## src/design/viu_consts.svh

```systemverilog
// Offsets, field positions, reset values and timing counts of the interrupt unit
// Behaviour
// - Eleven sources plus reset, each own vector
// - Serve only with source and global enable
// - Vectors reset 0x000 through converter 0x00B
// - Lowest vector address wins among pending
// - Accepting an interrupt clears global enable
// - Return instruction sets global enable again
// - Steering to vector clears served flag
// - Writing one clears a flag; zero keeps
// - Disabled source still sets and keeps flag
// - Flags held while disabled, served by priority
// - Level external request has no stored flag
// - Entry four cycles, program counter pushed first
// - Vector jump to handler takes two cycles
// - Multi-cycle instruction finishes before entry
// - Return four cycles, program counter popped
// - One main instruction runs after return
// - Three eight-bit mask registers exist
// - Mask bits 6, 5, 4; reserved read zero
// - External flag clears; reads zero in level
// - Disabled group or alternate pin: no flag
`ifndef VIU_CONSTS_SVH
`define VIU_CONSTS_SVH

// ----------------------------------------
// Register indices (byte address = 4 x index)
// ----------------------------------------
`define IDX_GEN_MASK   6'h3b
`define IDX_GEN_FLAG   6'h3a
`define IDX_TMR_MASK   6'h39
`define IDX_TMR_FLAG   6'h38
`define IDX_AUX_FLAG   6'h3c
`define IDX_AUX_MASK   6'h3d
`define IDX_EXT_SENSE  6'h35
`define IDX_STATUS     6'h3f

// ----------------------------------------
// Field positions and implemented bits
// ----------------------------------------
`define GM_EXT         6
`define GM_PC_HI       5
`define GM_PC_LO       4
`define TM_CMPA        6
`define TM_CMPB        5
`define TM_OVF1        2
`define TM_OVF0        1
`define ST_GIE         7
`define GEN_MASK_BITS  8'h70
`define GEN_FLAG_BITS  8'h60
`define TMR_BITS       8'h66
`define AUX_BITS       8'h1f
`define SENSE_BITS     8'h03
`define REG_RESET      8'h00

// ----------------------------------------
// Vectors, sense modes, sizes and timing
// ----------------------------------------
`define VEC_RESET      10'h000
`define VEC_FIRST      10'h001
`define VEC_LAST       10'h00b
`define SENSE_LEVEL    2'h0
`define SENSE_ANY      2'h1
`define SENSE_FALL     2'h2
`define SENSE_RISE     2'h3
`define NUM_SRC        11
`define NUM_PC_PINS    11
`define PC_LO_PINS     4
`define ENTRY_CYCLES   3'h4
`define JUMP_CYCLES    3'h2
`define RETURN_CYCLES  3'h4

`endif

```

## src/design/viu_pkg.sv

```systemverilog
// Types shared by the vectored interrupt unit
package viu_pkg;

	// Entry/return sequencer states
	typedef enum logic [1:0] {
		S_RUN,
		S_ENTRY,
		S_JUMP,
		S_RETURN
	} seq_state_t;

	// Peripheral event strobes, last field is lowest source
	typedef struct packed {
		logic conv_done_event;
		logic comparator_event;
		logic nvm_ready_event;
		logic serial_overflow_event;
		logic serial_start_event;
		logic timer0_ovf_event;
		logic timer1_ovf_event;
		logic timer1_cmp_b_event;
		logic timer1_cmp_a_event;
	} periph_events_t;

	// Commands to the core sequencer
	typedef struct packed {
		logic       hold;
		logic       push;
		logic       pop;
		logic       load;
		logic [9:0] saved_pc;
		logic [9:0] target;
	} core_cmd_t;

endpackage

```

## src/design/vectored_interrupt_unit.sv

```systemverilog
// Vectored interrupt unit: flags, masks, arbiter, entry and return sequencer
//
// The Wishbone slave port was left to the implementer.
`timescale 1ns/100ps
`include "viu_consts.svh"

module vectored_interrupt_unit (
	input  wire logic                     clk_i,
	input  wire logic                     rst_i,
	input  wire logic                     wb_cyc_i,
	input  wire logic                     wb_stb_i,
	input  wire logic                     wb_we_i,
	input  wire logic [7:0]               wb_adr_i,
	input  wire logic [3:0]               wb_sel_i,
	input  wire logic [31:0]              wb_dat_i,
	output logic      [31:0]              wb_dat_o,
	output logic                          wb_ack_o,
	input  wire logic                     ext_pin_i,
	input  wire logic [`NUM_PC_PINS-1:0]  pc_pins_i,
	input  wire logic [`NUM_PC_PINS-1:0]  alt_func_i,
	input  wire viu_pkg::periph_events_t  events_i,
	input  wire logic                     boundary_i,
	input  wire logic                     return_from_irq_instr_i,
	input  wire logic [9:0]               pc_i,
	input  wire logic [9:0]               pop_data_i,
	output viu_pkg::core_cmd_t            core_cmd_o,
	output logic                          gie_o
);

	// ----------------------------------------
	// Functions
	// ----------------------------------------
	// Lowest set bit wins, as the vector table orders priority
	function automatic logic [3:0] lowest_src(input logic [`NUM_SRC-1:0] p);
		logic [3:0] r;
		r = 4'h0;
		for (int i = `NUM_SRC - 1; i >= 0; i--) begin
			if (p[i]) begin
				r = 4'(i);
			end
		end
		return r;
	endfunction
	// Source index to program vector, reset holds vector zero
	function automatic logic [9:0] vector_of(input logic [3:0] idx);
		logic [9:0] v;
		v = `VEC_FIRST + {6'h00, idx};
		if (v > `VEC_LAST) begin
			v = `VEC_RESET;
		end
		return v;
	endfunction

	// ----------------------------------------
	// Declarations
	// ----------------------------------------
	logic [7:0]              gen_mask_reg;
	logic [7:0]              tmr_mask_reg;
	logic [7:0]              aux_mask_reg;
	logic [1:0]              sense_reg;
	logic                    gie_reg;
	logic                    gie_next;
	logic [`NUM_SRC-1:0]     flag_reg;
	logic [`NUM_SRC-1:0]     flag_next;
	logic [`NUM_SRC-1:0]     flag_set;
	logic [`NUM_SRC-1:0]     flag_clr;
	logic [`NUM_SRC-1:0]     sw_clr;
	logic [`NUM_SRC-1:0]     hw_clr;
	logic [`NUM_SRC-1:0]     src_en;
	logic [`NUM_SRC-1:0]     eff_flag;
	logic [`NUM_SRC-1:0]     pend;
	logic                    ext_s1_reg;
	logic                    ext_s2_reg;
	logic                    ext_prev_reg;
	logic [`NUM_PC_PINS-1:0] pc_s1_reg;
	logic [`NUM_PC_PINS-1:0] pc_s2_reg;
	logic [`NUM_PC_PINS-1:0] pc_prev_reg;
	logic [`NUM_PC_PINS-1:0] pc_group_en;
	logic                    level_mode;
	logic                    level_active;
	logic                    ext_edge;
	logic                    pc_change;
	viu_pkg::seq_state_t     state_reg;
	viu_pkg::seq_state_t     state_next;
	logic [2:0]              cnt_reg;
	logic [2:0]              cnt_next;
	logic [3:0]              src_reg;
	logic [3:0]              src_next;
	logic                    guard_reg;
	logic                    guard_next;
	viu_pkg::core_cmd_t      cmd_reg;
	viu_pkg::core_cmd_t      cmd_next;
	logic                    accept;
	logic                    serve_done;
	logic                    ret_done;
	logic                    wb_req;
	logic                    wb_wr;
	logic [5:0]              idx;
	logic [7:0]              wdat;
	logic [7:0]              rd_byte;
	logic                    ack_reg;
	logic [31:0]             dat_reg;

	// ----------------------------------------
	// Pin synchronisers
	// ----------------------------------------
	// Two flops before any logic; third stage only for edge compare
	always_ff @(posedge clk_i) begin
		if (rst_i) begin
			ext_s1_reg   <= 1'b1;
			ext_s2_reg   <= 1'b1;
			ext_prev_reg <= 1'b1;
			pc_s1_reg    <= '0;
			pc_s2_reg    <= '0;
			pc_prev_reg  <= '0;
		end else begin
			ext_s1_reg   <= ext_pin_i;
			ext_s2_reg   <= ext_s1_reg;
			ext_prev_reg <= ext_s2_reg;
			pc_s1_reg    <= pc_pins_i;
			pc_s2_reg    <= pc_s1_reg;
			pc_prev_reg  <= pc_s2_reg;
		end
	end

	// ----------------------------------------
	// Event detection
	// ----------------------------------------
	// External request: low level or selected edge
	assign level_mode   = (sense_reg == `SENSE_LEVEL);
	assign level_active = level_mode & ~ext_s2_reg;
	assign ext_edge     = (sense_reg == `SENSE_ANY)  ? (ext_prev_reg ^ ext_s2_reg) :
	                      (sense_reg == `SENSE_FALL) ? (ext_prev_reg & ~ext_s2_reg) :
	                      (sense_reg == `SENSE_RISE) ? (~ext_prev_reg & ext_s2_reg) :
	                      1'b0;
	// Pin change, masked per group and per alternate-function pin
	assign pc_group_en = {{(`NUM_PC_PINS-`PC_LO_PINS){gen_mask_reg[`GM_PC_HI]}},
	                      {`PC_LO_PINS{gen_mask_reg[`GM_PC_LO]}}};
	assign pc_change   = |((pc_s2_reg ^ pc_prev_reg) & ~alt_func_i
	                       & pc_group_en);
	// Raw set strobes in source order (ext lowest)
	assign flag_set = {events_i, pc_change, ext_edge};

	// ----------------------------------------
	// Enables and software clears
	// ----------------------------------------
	assign wb_req = wb_cyc_i & wb_stb_i & ~ack_reg;
	assign wb_wr  = wb_req & wb_we_i & wb_sel_i[0];
	assign idx    = wb_adr_i[7:2];
	assign wdat   = wb_dat_i[7:0];
	// Individual enables in source order
	assign src_en = {aux_mask_reg[4:0],
	                 tmr_mask_reg[`TM_OVF0], tmr_mask_reg[`TM_OVF1],
	                 tmr_mask_reg[`TM_CMPB], tmr_mask_reg[`TM_CMPA],
	                 gen_mask_reg[`GM_PC_HI] | gen_mask_reg[`GM_PC_LO],
	                 gen_mask_reg[`GM_EXT]};
	// Write-one-to-clear, zero bits leave flags alone
	assign sw_clr[1:0]  = (wb_wr && idx == `IDX_GEN_FLAG) ?
	                      {wdat[`GM_PC_HI], wdat[`GM_EXT]} : 2'h0;
	assign sw_clr[5:2]  = (wb_wr && idx == `IDX_TMR_FLAG) ?
	                      {wdat[`TM_OVF0], wdat[`TM_OVF1],
	                       wdat[`TM_CMPB], wdat[`TM_CMPA]} : 4'h0;
	assign sw_clr[10:6] = (wb_wr && idx == `IDX_AUX_FLAG) ?
	                      wdat[4:0] : 5'h00;
	// Hardware clear of the served source when the vector is loaded
	assign hw_clr = serve_done ? (`NUM_SRC'(1) << src_reg) : '0;
	// Level mode keeps the external flag forced clear
	assign flag_clr = sw_clr | hw_clr | {{(`NUM_SRC-1){1'b0}}, level_mode};

	// ----------------------------------------
	// Flags: set wins over any clear in the same cycle
	// ----------------------------------------
	generate
		for (genvar g = 0; g < `NUM_SRC; g++) begin : g_flag
			assign flag_next[g] = flag_set[g] | (flag_reg[g] & ~flag_clr[g]);
		end
	endgenerate
	// Flags latch regardless of enables
	always_ff @(posedge clk_i) begin
		if (rst_i) begin
			flag_reg <= '0;
		end else begin
			flag_reg <= flag_next;
		end
	end

	// ----------------------------------------
	// Arbiter
	// ----------------------------------------
	// External level request stands in for its flag
	assign eff_flag = {flag_reg[`NUM_SRC-1:1],
	                   level_mode ? level_active : flag_reg[0]};
	assign pend     = eff_flag & src_en;
	// Only at an instruction boundary, never right after a return
	assign accept = (state_reg == viu_pkg::S_RUN) & boundary_i & gie_reg
	                & (|pend) & ~guard_reg;
	assign serve_done = (state_reg == viu_pkg::S_ENTRY) && (cnt_reg == 3'h0);
	assign ret_done   = (state_reg == viu_pkg::S_RETURN) && (cnt_reg == 3'h0);

	// ----------------------------------------
	// Entry and return sequencer
	// ----------------------------------------
	always_comb begin
		state_next    = state_reg;
		cnt_next      = cnt_reg;
		src_next      = src_reg;
		guard_next    = guard_reg;
		cmd_next      = cmd_reg;
		cmd_next.push = 1'b0;
		cmd_next.pop  = 1'b0;
		cmd_next.load = 1'b0;
		case (state_reg)
			viu_pkg::S_RUN: begin
				if (boundary_i) begin
					guard_next = 1'b0;
				end
				if (accept) begin
					src_next          = lowest_src(pend);
					state_next        = viu_pkg::S_ENTRY;
					cnt_next          = `ENTRY_CYCLES - 3'h1;
					cmd_next.hold     = 1'b1;
					cmd_next.push     = 1'b1;
					cmd_next.saved_pc = pc_i;
				end else if (return_from_irq_instr_i) begin
					state_next    = viu_pkg::S_RETURN;
					cnt_next      = `RETURN_CYCLES - 3'h1;
					cmd_next.hold = 1'b1;
					cmd_next.pop  = 1'b1;
				end
			end
			viu_pkg::S_ENTRY: begin
				cnt_next = cnt_reg - 3'h1;
				if (cnt_reg == 3'h0) begin
					// Vector executes only after the push cycles
					state_next      = viu_pkg::S_JUMP;
					cnt_next        = `JUMP_CYCLES - 3'h1;
					cmd_next.hold   = 1'b0;
					cmd_next.load   = 1'b1;
					cmd_next.target = vector_of(src_reg);
				end
			end
			viu_pkg::S_JUMP: begin
				// Relative jump at the vector runs in the core
				cnt_next = cnt_reg - 3'h1;
				if (cnt_reg == 3'h0) begin
					state_next = viu_pkg::S_RUN;
				end
			end
			viu_pkg::S_RETURN: begin
				cnt_next = cnt_reg - 3'h1;
				if (cnt_reg == 3'h0) begin
					state_next      = viu_pkg::S_RUN;
					cmd_next.hold   = 1'b0;
					cmd_next.load   = 1'b1;
					cmd_next.target = pop_data_i;
					guard_next      = 1'b1;
				end
			end
			default: begin
				state_next = viu_pkg::S_RUN;
			end
		endcase
	end

	// Sequencer registers
	always_ff @(posedge clk_i) begin
		if (rst_i) begin
			state_reg <= viu_pkg::S_RUN;
			cnt_reg   <= 3'h0;
			src_reg   <= 4'h0;
			guard_reg <= 1'b0;
			cmd_reg   <= '{hold: 1'b0, push: 1'b0, pop: 1'b0, load: 1'b0,
			               saved_pc: 10'h000, target: `VEC_RESET};
		end else begin
			state_reg <= state_next;
			cnt_reg   <= cnt_next;
			src_reg   <= src_next;
			guard_reg <= guard_next;
			cmd_reg   <= cmd_next;
		end
	end

	// ----------------------------------------
	// Global enable
	// ----------------------------------------
	// Hardware events outrank a software write in the same cycle;
	// only the enable bit is kept, the rest of the status byte is not
	always_comb begin
		gie_next = gie_reg;
		if (wb_wr && idx == `IDX_STATUS) begin
			gie_next = wdat[`ST_GIE];
		end
		if (ret_done) begin
			gie_next = 1'b1;
		end
		if (accept) begin
			gie_next = 1'b0;
		end
	end

	// ----------------------------------------
	// Register file
	// ----------------------------------------
	// Masks and sense select; reserved bits never store
	always_ff @(posedge clk_i) begin
		if (rst_i) begin
			gen_mask_reg <= `REG_RESET;
			tmr_mask_reg <= `REG_RESET;
			aux_mask_reg <= `REG_RESET;
			sense_reg    <= `SENSE_LEVEL;
			gie_reg      <= 1'b0;
		end else begin
			gie_reg <= gie_next;
			if (wb_wr && idx == `IDX_GEN_MASK) begin
				gen_mask_reg <= wdat & `GEN_MASK_BITS;
			end
			if (wb_wr && idx == `IDX_TMR_MASK) begin
				tmr_mask_reg <= wdat & `TMR_BITS;
			end
			if (wb_wr && idx == `IDX_AUX_MASK) begin
				aux_mask_reg <= wdat & `AUX_BITS;
			end
			if (wb_wr && idx == `IDX_EXT_SENSE) begin
				sense_reg <= wdat[1:0];
			end
		end
	end

	// Read decode; unmapped indices read zero
	always_comb begin
		rd_byte = 8'h00;
		if (idx == `IDX_GEN_MASK) begin
			rd_byte = gen_mask_reg;
		end else if (idx == `IDX_GEN_FLAG) begin
			rd_byte = {1'b0, eff_flag[0] & ~level_mode, flag_reg[1], 5'h00};
		end else if (idx == `IDX_TMR_MASK) begin
			rd_byte = tmr_mask_reg;
		end else if (idx == `IDX_TMR_FLAG) begin
			rd_byte = {1'b0, flag_reg[2], flag_reg[3], 2'h0,
			           flag_reg[4], flag_reg[5], 1'b0};
		end else if (idx == `IDX_AUX_FLAG) begin
			rd_byte = {3'h0, flag_reg[10:6]};
		end else if (idx == `IDX_AUX_MASK) begin
			rd_byte = aux_mask_reg;
		end else if (idx == `IDX_EXT_SENSE) begin
			rd_byte = {6'h00, sense_reg};
		end else if (idx == `IDX_STATUS) begin
			rd_byte = {gie_reg, 7'h00};
		end
	end

	// ----------------------------------------
	// Wishbone answer
	// ----------------------------------------
	// One wait state; ack drops the cycle after it is given
	always_ff @(posedge clk_i) begin
		if (rst_i) begin
			ack_reg <= 1'b0;
			dat_reg <= 32'h0000_0000;
		end else begin
			ack_reg <= wb_req;
			dat_reg <= wb_req ? {24'h00_0000, rd_byte} : 32'h0000_0000;
		end
	end
	// Outputs straight from their flops
	assign wb_ack_o   = ack_reg;
	assign wb_dat_o   = dat_reg;
	assign core_cmd_o = cmd_reg;
	assign gie_o      = gie_reg;

endmodule

```

## config.mk

```make
export PLATFORM = sky130hd
export DESIGN_NAME = vectored_interrupt_unit
export DESIGN_NICKNAME = d
export VERILOG_FILES = /design/src/design/viu_pkg.sv /design/src/design/vectored_interrupt_unit.sv
export VERILOG_INCLUDE_DIRS = /design/src /design/src/design
export SDC_FILE = /design/constraint.sdc
export NUM_CORES = 1
export LEC_CHECK = 0
export BUFFER_PORTS_ARGS = -buffer_cell sky130_fd_sc_hd__buf_2
export CAP_MARGIN = 20
export CORE_UTILIZATION = 54
export CTS_CLUSTER_DIAMETER = 80
export CTS_CLUSTER_SIZE = 20
export DETAILED_ROUTE_END_ITERATION = 8
export PLACE_DENSITY = 0.94
export SETUP_SLACK_MARGIN = 0.4
export SKIP_LAST_GASP = 1
export SYNTH_ARGS = -nofsm -noshare
export SYNTH_HDL_FRONTEND = slang
export SYNTH_SLANG_ARGS = --single-unit
```

## constraint.sdc

```tcl
create_clock -name clk_i -period 3.4 [get_ports clk_i]
set_clock_uncertainty 0.2 [all_clocks]
set_input_delay 0.17 -clock clk_i [delete_from_list [all_inputs] [get_ports clk_i]]
set_output_delay 0.17 -clock clk_i [all_outputs]
set_load 0.02 [all_outputs]
```

---- Yosys cells after proc, flatten, opt, wreduce, memory -nomap -nowiden ----
Cells that the tools add are included.
operators by class
  shift-type cells ........................ 1
  bitwise logic cells ..................... 62
  magnitude comparators ................... 1
  muxes and demuxes ....................... 52
  reduce and logical (&&, ||, !) cells .... 31
  add/sub/neg operators ................... 2
  eq/ne operators ......................... 20
operators by type and width
  cell                  number
  $mux 8                8
  $eq 6x6->1 const B    8
  $mux 4                12
  $and 11x11->11        3
  $and 1x1->1           23
  $reduce_or 11->1      2
  $mux 10               2
  $pmux 10 s2           1
  $not 1->1             19
  $mux 1                14
  $or 1x1->1            12
  $reduce_and 3->1      4
  $reduce_or 2->1       6
  $mux 11               1
  $not 11->11           1
  $or 11x1->11          1
  $or 11x11->11         1
  $shl 1x4->11 const A  1
  $xor 11x11->11        1
  $logic_and 1x1->1     10
  $mux 2                5
  $mux 5                2
  $mux 3                3
  $pmux 3 s3            1
  other kinds (16)      28
word-level totals
  logic and storage cells ................. 194
  output and inout port bits .............. 58
  input bits .............................. 103
  register bits after elaboration ......... 129

---- Depth between registers and ports, before layout ----
  word-level depth ........................ 15
  depth in mapped cells ................... 7
  gate-level depth less buffers ........... 7

---- Worst setup path after synthesis ----
No wires, ideal clock.
  path kind ............................... register -> register
  from .................................... register ack_reg (netlist: wb_ack_o)
  to ...................................... register flag_reg[10]
  data arrival time ....................... 1.787 ns
  slack ................................... 1.298 ns
  cell stages (with the launch flop) ...... 7
  clock period less this slack ............ 2.102 ns
  buffers on the path ..................... 1
  path through ............................ dfxtp_1 > nand3b_1 > or2_2 > clkbuf_1 > nor4_1 > a21oi_1 > o21ba_2
on the way
  cells in the longest elaborated chain, start to end .. 11
ends and longest elaborated chain
  what                         RTL line                        text
  start: declaration           vectored_interrupt_unit.sv:101  logic ack_reg;
  start signal: assignment     vectored_interrupt_unit.sv:361  ack_reg <= wb_req;
  $not 1->1                    vectored_interrupt_unit.sv:147  assign wb_req = wb_cyc_i & wb_stb_i & ~ack_reg;
  $and 1x1->1                  vectored_interrupt_unit.sv:147
  $and 1x1->1 (2 in series)    vectored_interrupt_unit.sv:148  assign wb_wr = wb_req & wb_we_i & wb_sel_i[0];
  $logic_and 1x1->1 (no line)  -
  $mux 5                       vectored_interrupt_unit.sv:163  assign sw_clr[10:6] = (wb_wr && idx == `IDX_AUX_FLAG) ?
  $or 11x11->11                vectored_interrupt_unit.sv:168  assign flag_clr = sw_clr | hw_clr | {{(`NUM_SRC-1){1'b0}}, level_mode};
  $or 11x1->11                 vectored_interrupt_unit.sv:168
  $not 1->1                    vectored_interrupt_unit.sv:175  assign flag_next[g] = flag_set[g] | (flag_reg[g] & ~flag_clr[g]);
  $and 1x1->1                  vectored_interrupt_unit.sv:175
  $or 1x1->1                   vectored_interrupt_unit.sv:175
  end signal: assignment       vectored_interrupt_unit.sv:183  flag_reg <= flag_next;
  end: declaration             vectored_interrupt_unit.sv:63   logic [`NUM_SRC-1:0] flag_reg;
No other way between the ends.
A chain may end at the register's enable or synchronous reset.

---- Worst setup path in the final report ----
  from .................................... input wb_stb_i
  to ...................................... register flag_reg[4]
on the way
  cells in the longest elaborated chain, start to end .. 11
ends and longest elaborated chain
  what                         RTL line                        text
  start: declaration           vectored_interrupt_unit.sv:11   input wire logic wb_stb_i,
  $and 1x1->1 (2 in series)    vectored_interrupt_unit.sv:147
  $and 1x1->1 (2 in series)    vectored_interrupt_unit.sv:148
  $logic_and 1x1->1 (no line)  -
  $mux 4                       vectored_interrupt_unit.sv:160  assign sw_clr[5:2] = (wb_wr && idx == `IDX_TMR_FLAG) ?
  $or 11x11->11                vectored_interrupt_unit.sv:168
  $or 11x1->11                 vectored_interrupt_unit.sv:168
  $not 1->1                    vectored_interrupt_unit.sv:175
  $and 1x1->1                  vectored_interrupt_unit.sv:175
  $or 1x1->1                   vectored_interrupt_unit.sv:175
No other way between the ends.

==> summary.md <==
| Metric | Value |
|---|---|
| Status | complete, but fails checks |
| Failing checks | negative hold slack |
| Critical Path RT | 3460 ps |
| Overflow after GRT | 0 |
| Fill count | a little under 600 |
| Die Footprint | just under 0.009 mm^2 |
| Largest net degree at the start of global routing | slightly above 40 |
| Placed cells | around 680 |
| Slew Viols, Final | 0 |
| Most common cell after layout, fill and taps aside | buf_2 |
| Slew @ Worst Pin | a little under 800 ps |
| Clock transition at the registers of the reported paths | ~90 ps |
| Number of cell rows | 33 |
| Post-synthesis sequential area ratio | 0.4614 |
| Worst Hold Class | input pin to register |
| Global-route wire length before repair | around 18 mm |
| FF+latch count, synth | ~110 |
| Fmax | roughly 0.36 GHz |
| Port Buffer Count | 107 |
| DP Wirelength | ~7.5 mm |
| PD cells | approximately 410 mW/mm^2 |
| Top FF cell, synth | dfxtp_1 |
| Tcrit/Tclk final | 0.8175 |
| Final design instance area without fill | between 0.005 and 0.006 mm^2 |
| Setup violators final | 0 |
| Core ar. | slightly above 0.008 mm^2 |
| Final wirelength | about 12 mm |
| Global placement routability congestion | ~0.90 |
| Clk sinks | roughly 110 |
| Die Ht | 93.85 um |
| Max FO, Critical Path | 4 |
| Crit Path Class | input pin to register |
| Hold_ws | -4.431 ps |
| Syn Inst Count | approximately 500 |
| DR iter-0 viols | 266 |
| Mapped Avg Cell Area | ~9.4 um^2 |
| Syn. warnings | 0 |
| CP Capture Type | register |
| Setup_tns | 0 ps |
| DR pass1 iterations | 7 |
| Post-route insts no fill | 756 |
| Endpoints failing hold | 1 |
| WL/cell | approximately 16 um |
| Clock tree from TritonCTS | done |
| Area growth syn-to-layout | 28.48% |
| Gr usage total | 0.2710 |
| Vias in the first global route | between 3k and 4k |
| Fin crit period | around 2800 ps |
| Total CTS buffers | 9 |
| Reg area | approximately 0.0021 mm^2 |
| Commonest non-fill, non-tap cells in the layout | 107 x buf_2, 105 x dfxtp_1, 58 x dlygate4sd3_1 |
| Slew HR | 0.4782 |
| Post-route DRC | 0 |
| Async SR Flop Fraction | 0 |
| Leakage | about 2.5 nW |
| Total power | approximately 2.4 mW |
| Clk buf depth | 2 |
| RSZ-0062 raised after global routing | false |
| Vias | about 4.1k |
| DP Area | slightly above 0.005 mm^2 |
| Initial core utilization | 0.5572 |
| Max rail drop VDD | between 200 and 250 uV |
| # diodes | 0 |
| Startpoint types | input pin |
| Die width | roughly 94 um |
| Footprint of the multi-input gates | around 0.0022 mm^2 |
| Htree depth | 3 |
| Worst-skew pair later-pin latency | about 370 ps |
| Max-Cap Viols | 0 |
| CTS root buf | clkbuf_8 |
| Final Net Count | between 700 and 800 |
| Post-synthesis cell area | 0.004556 mm^2 |
| Vias/cell | ~5.4 |
| Initial antenna violation count | 0 |
| Post-synth EDFFs | 0 |
| Share of layout cells above drive strength 1 | 0.2258 |
| ANT nets after route | 0 |
| Yosys cell types | 53 |
| CP arrival | about 2800 ps |
| Max reg flops | 24 |
| Top-Level Pins | 161 |
==> what timing repair did <==
action,in CTS,in global routing
setup buffers,0,4
endpoints found under the setup margin,0,5
hold buffers,58,0
gates resized for setup,0,1
endpoints found under the hold margin,61,0
==> worst paths after layout <==
check             startpoint          end  slack [ps]  cells past startpoint
setup reg to reg    wb_ack_o  flag_reg[4]         660                      6
hold reg to reg   ext_s1_reg   ext_s2_reg         220                      1
hold / removal    boundary_i    guard_reg          -4                      4
setup / recovery    wb_stb_i  flag_reg[4]         620                      8
==> layer usage <==
layer / global-route usage / vias up / part of all wire
li1: - / 1953 / -
met1: 0.3134 / 1933 / 0.40
met2: 0.4757 / 190 / 0.50
met3: 0.07767 / 25 / 0.081
met4: 0.09359 / 0 / 0.020
met5: 0 / - / 0
==> worst max-delay path, stage by stage <==
cell and delay (ps):
dlygate4sd3_1 520, buf_2 100, nand3b_1 130, nor4_1 660, nor2b_1 390, a221o_1 210, a21oi_1 60, dlygate4sd3_1 600
==> cell usage after synthesis (all sizes together), types with 2 or more instances <==
master | instances | area (um^2)
mux4 | 3 | 67.56
nand4b | 2 | 17.52
and3 | 4 | 25.02
a32o | 2 | 20.02
o22ai | 6 | 37.54
a221o | 3 | 30.03
a221oi | 3 | 26.28
nand2 | 30 | 112.6
nand3 | 14 | 70.07
inv | 19 | 71.32
dfxtp | 105 | 2102
a311oi | 3 | 26.28
xnor2 | 12 | 105.1
o41ai | 4 | 53.81
a22oi | 2 | 15.01
o21ai | 11 | 55.05
and3b | 2 | 17.52
buf | 29 | 210.2
nand2b | 5 | 31.28
a211oi | 2 | 15.01
o21a | 2 | 15.01
mux2i | 30 | 300.3
nand3b | 2 | 15.01
clkbuf | 16 | 60.06
ha | 10 | 125.1
nor3 | 19 | 105.1
a22o | 3 | 26.28
or2 | 5 | 33.78
a21oi | 32 | 160.2
nor4 | 5 | 46.29
o21ba | 5 | 50.05
nor2b | 37 | 231.5
nor2 | 45 | 168.9
==> power breakdown <==
group	switching, mW	leakage, nW	internal (mW)
Sequential	0.0405	0.857	1.28
Clock	0.414	0.0963	0.307
Combinational	0.188	1.52	0.163
==> area by class of cell <==
cell class                      count  share of cell area
Sequential cell                   105              0.3591
Clock inverter                      4            0.004703
Inverter                           19             0.01218
Clock buffer                       12             0.02651
Multi-Input combinational cell    340              0.3767
Tap cell                          105             0.02245
Timing Repair Buffer              171              0.1984
==> kinds of logic after synthesis <==
group           Yosys count  synth area share
flops                   105            0.4614
mux                      33           0.08075
xor+xnor                 12           0.02307
buf+inv                  64           0.07498
compound gates           87            0.1332
fa+ha+maj                10           0.02746
simple gates            174            0.1983
other cells               1         0.0008232
==> per-stage QoR <==
stage	setup slack [ps]	util	hold WS, ps
floorplan	1298	-	73.81
global placement	907.6	0.6182	173.7
detailed placement	855.3	0.6182	177.2
CTS	529.4	0.7115	1.439
global route	508.9	0.7159	19.29
finish	620.3	0.7159	-4.431
Note: power is estimated with default switching activity, not from simulation.
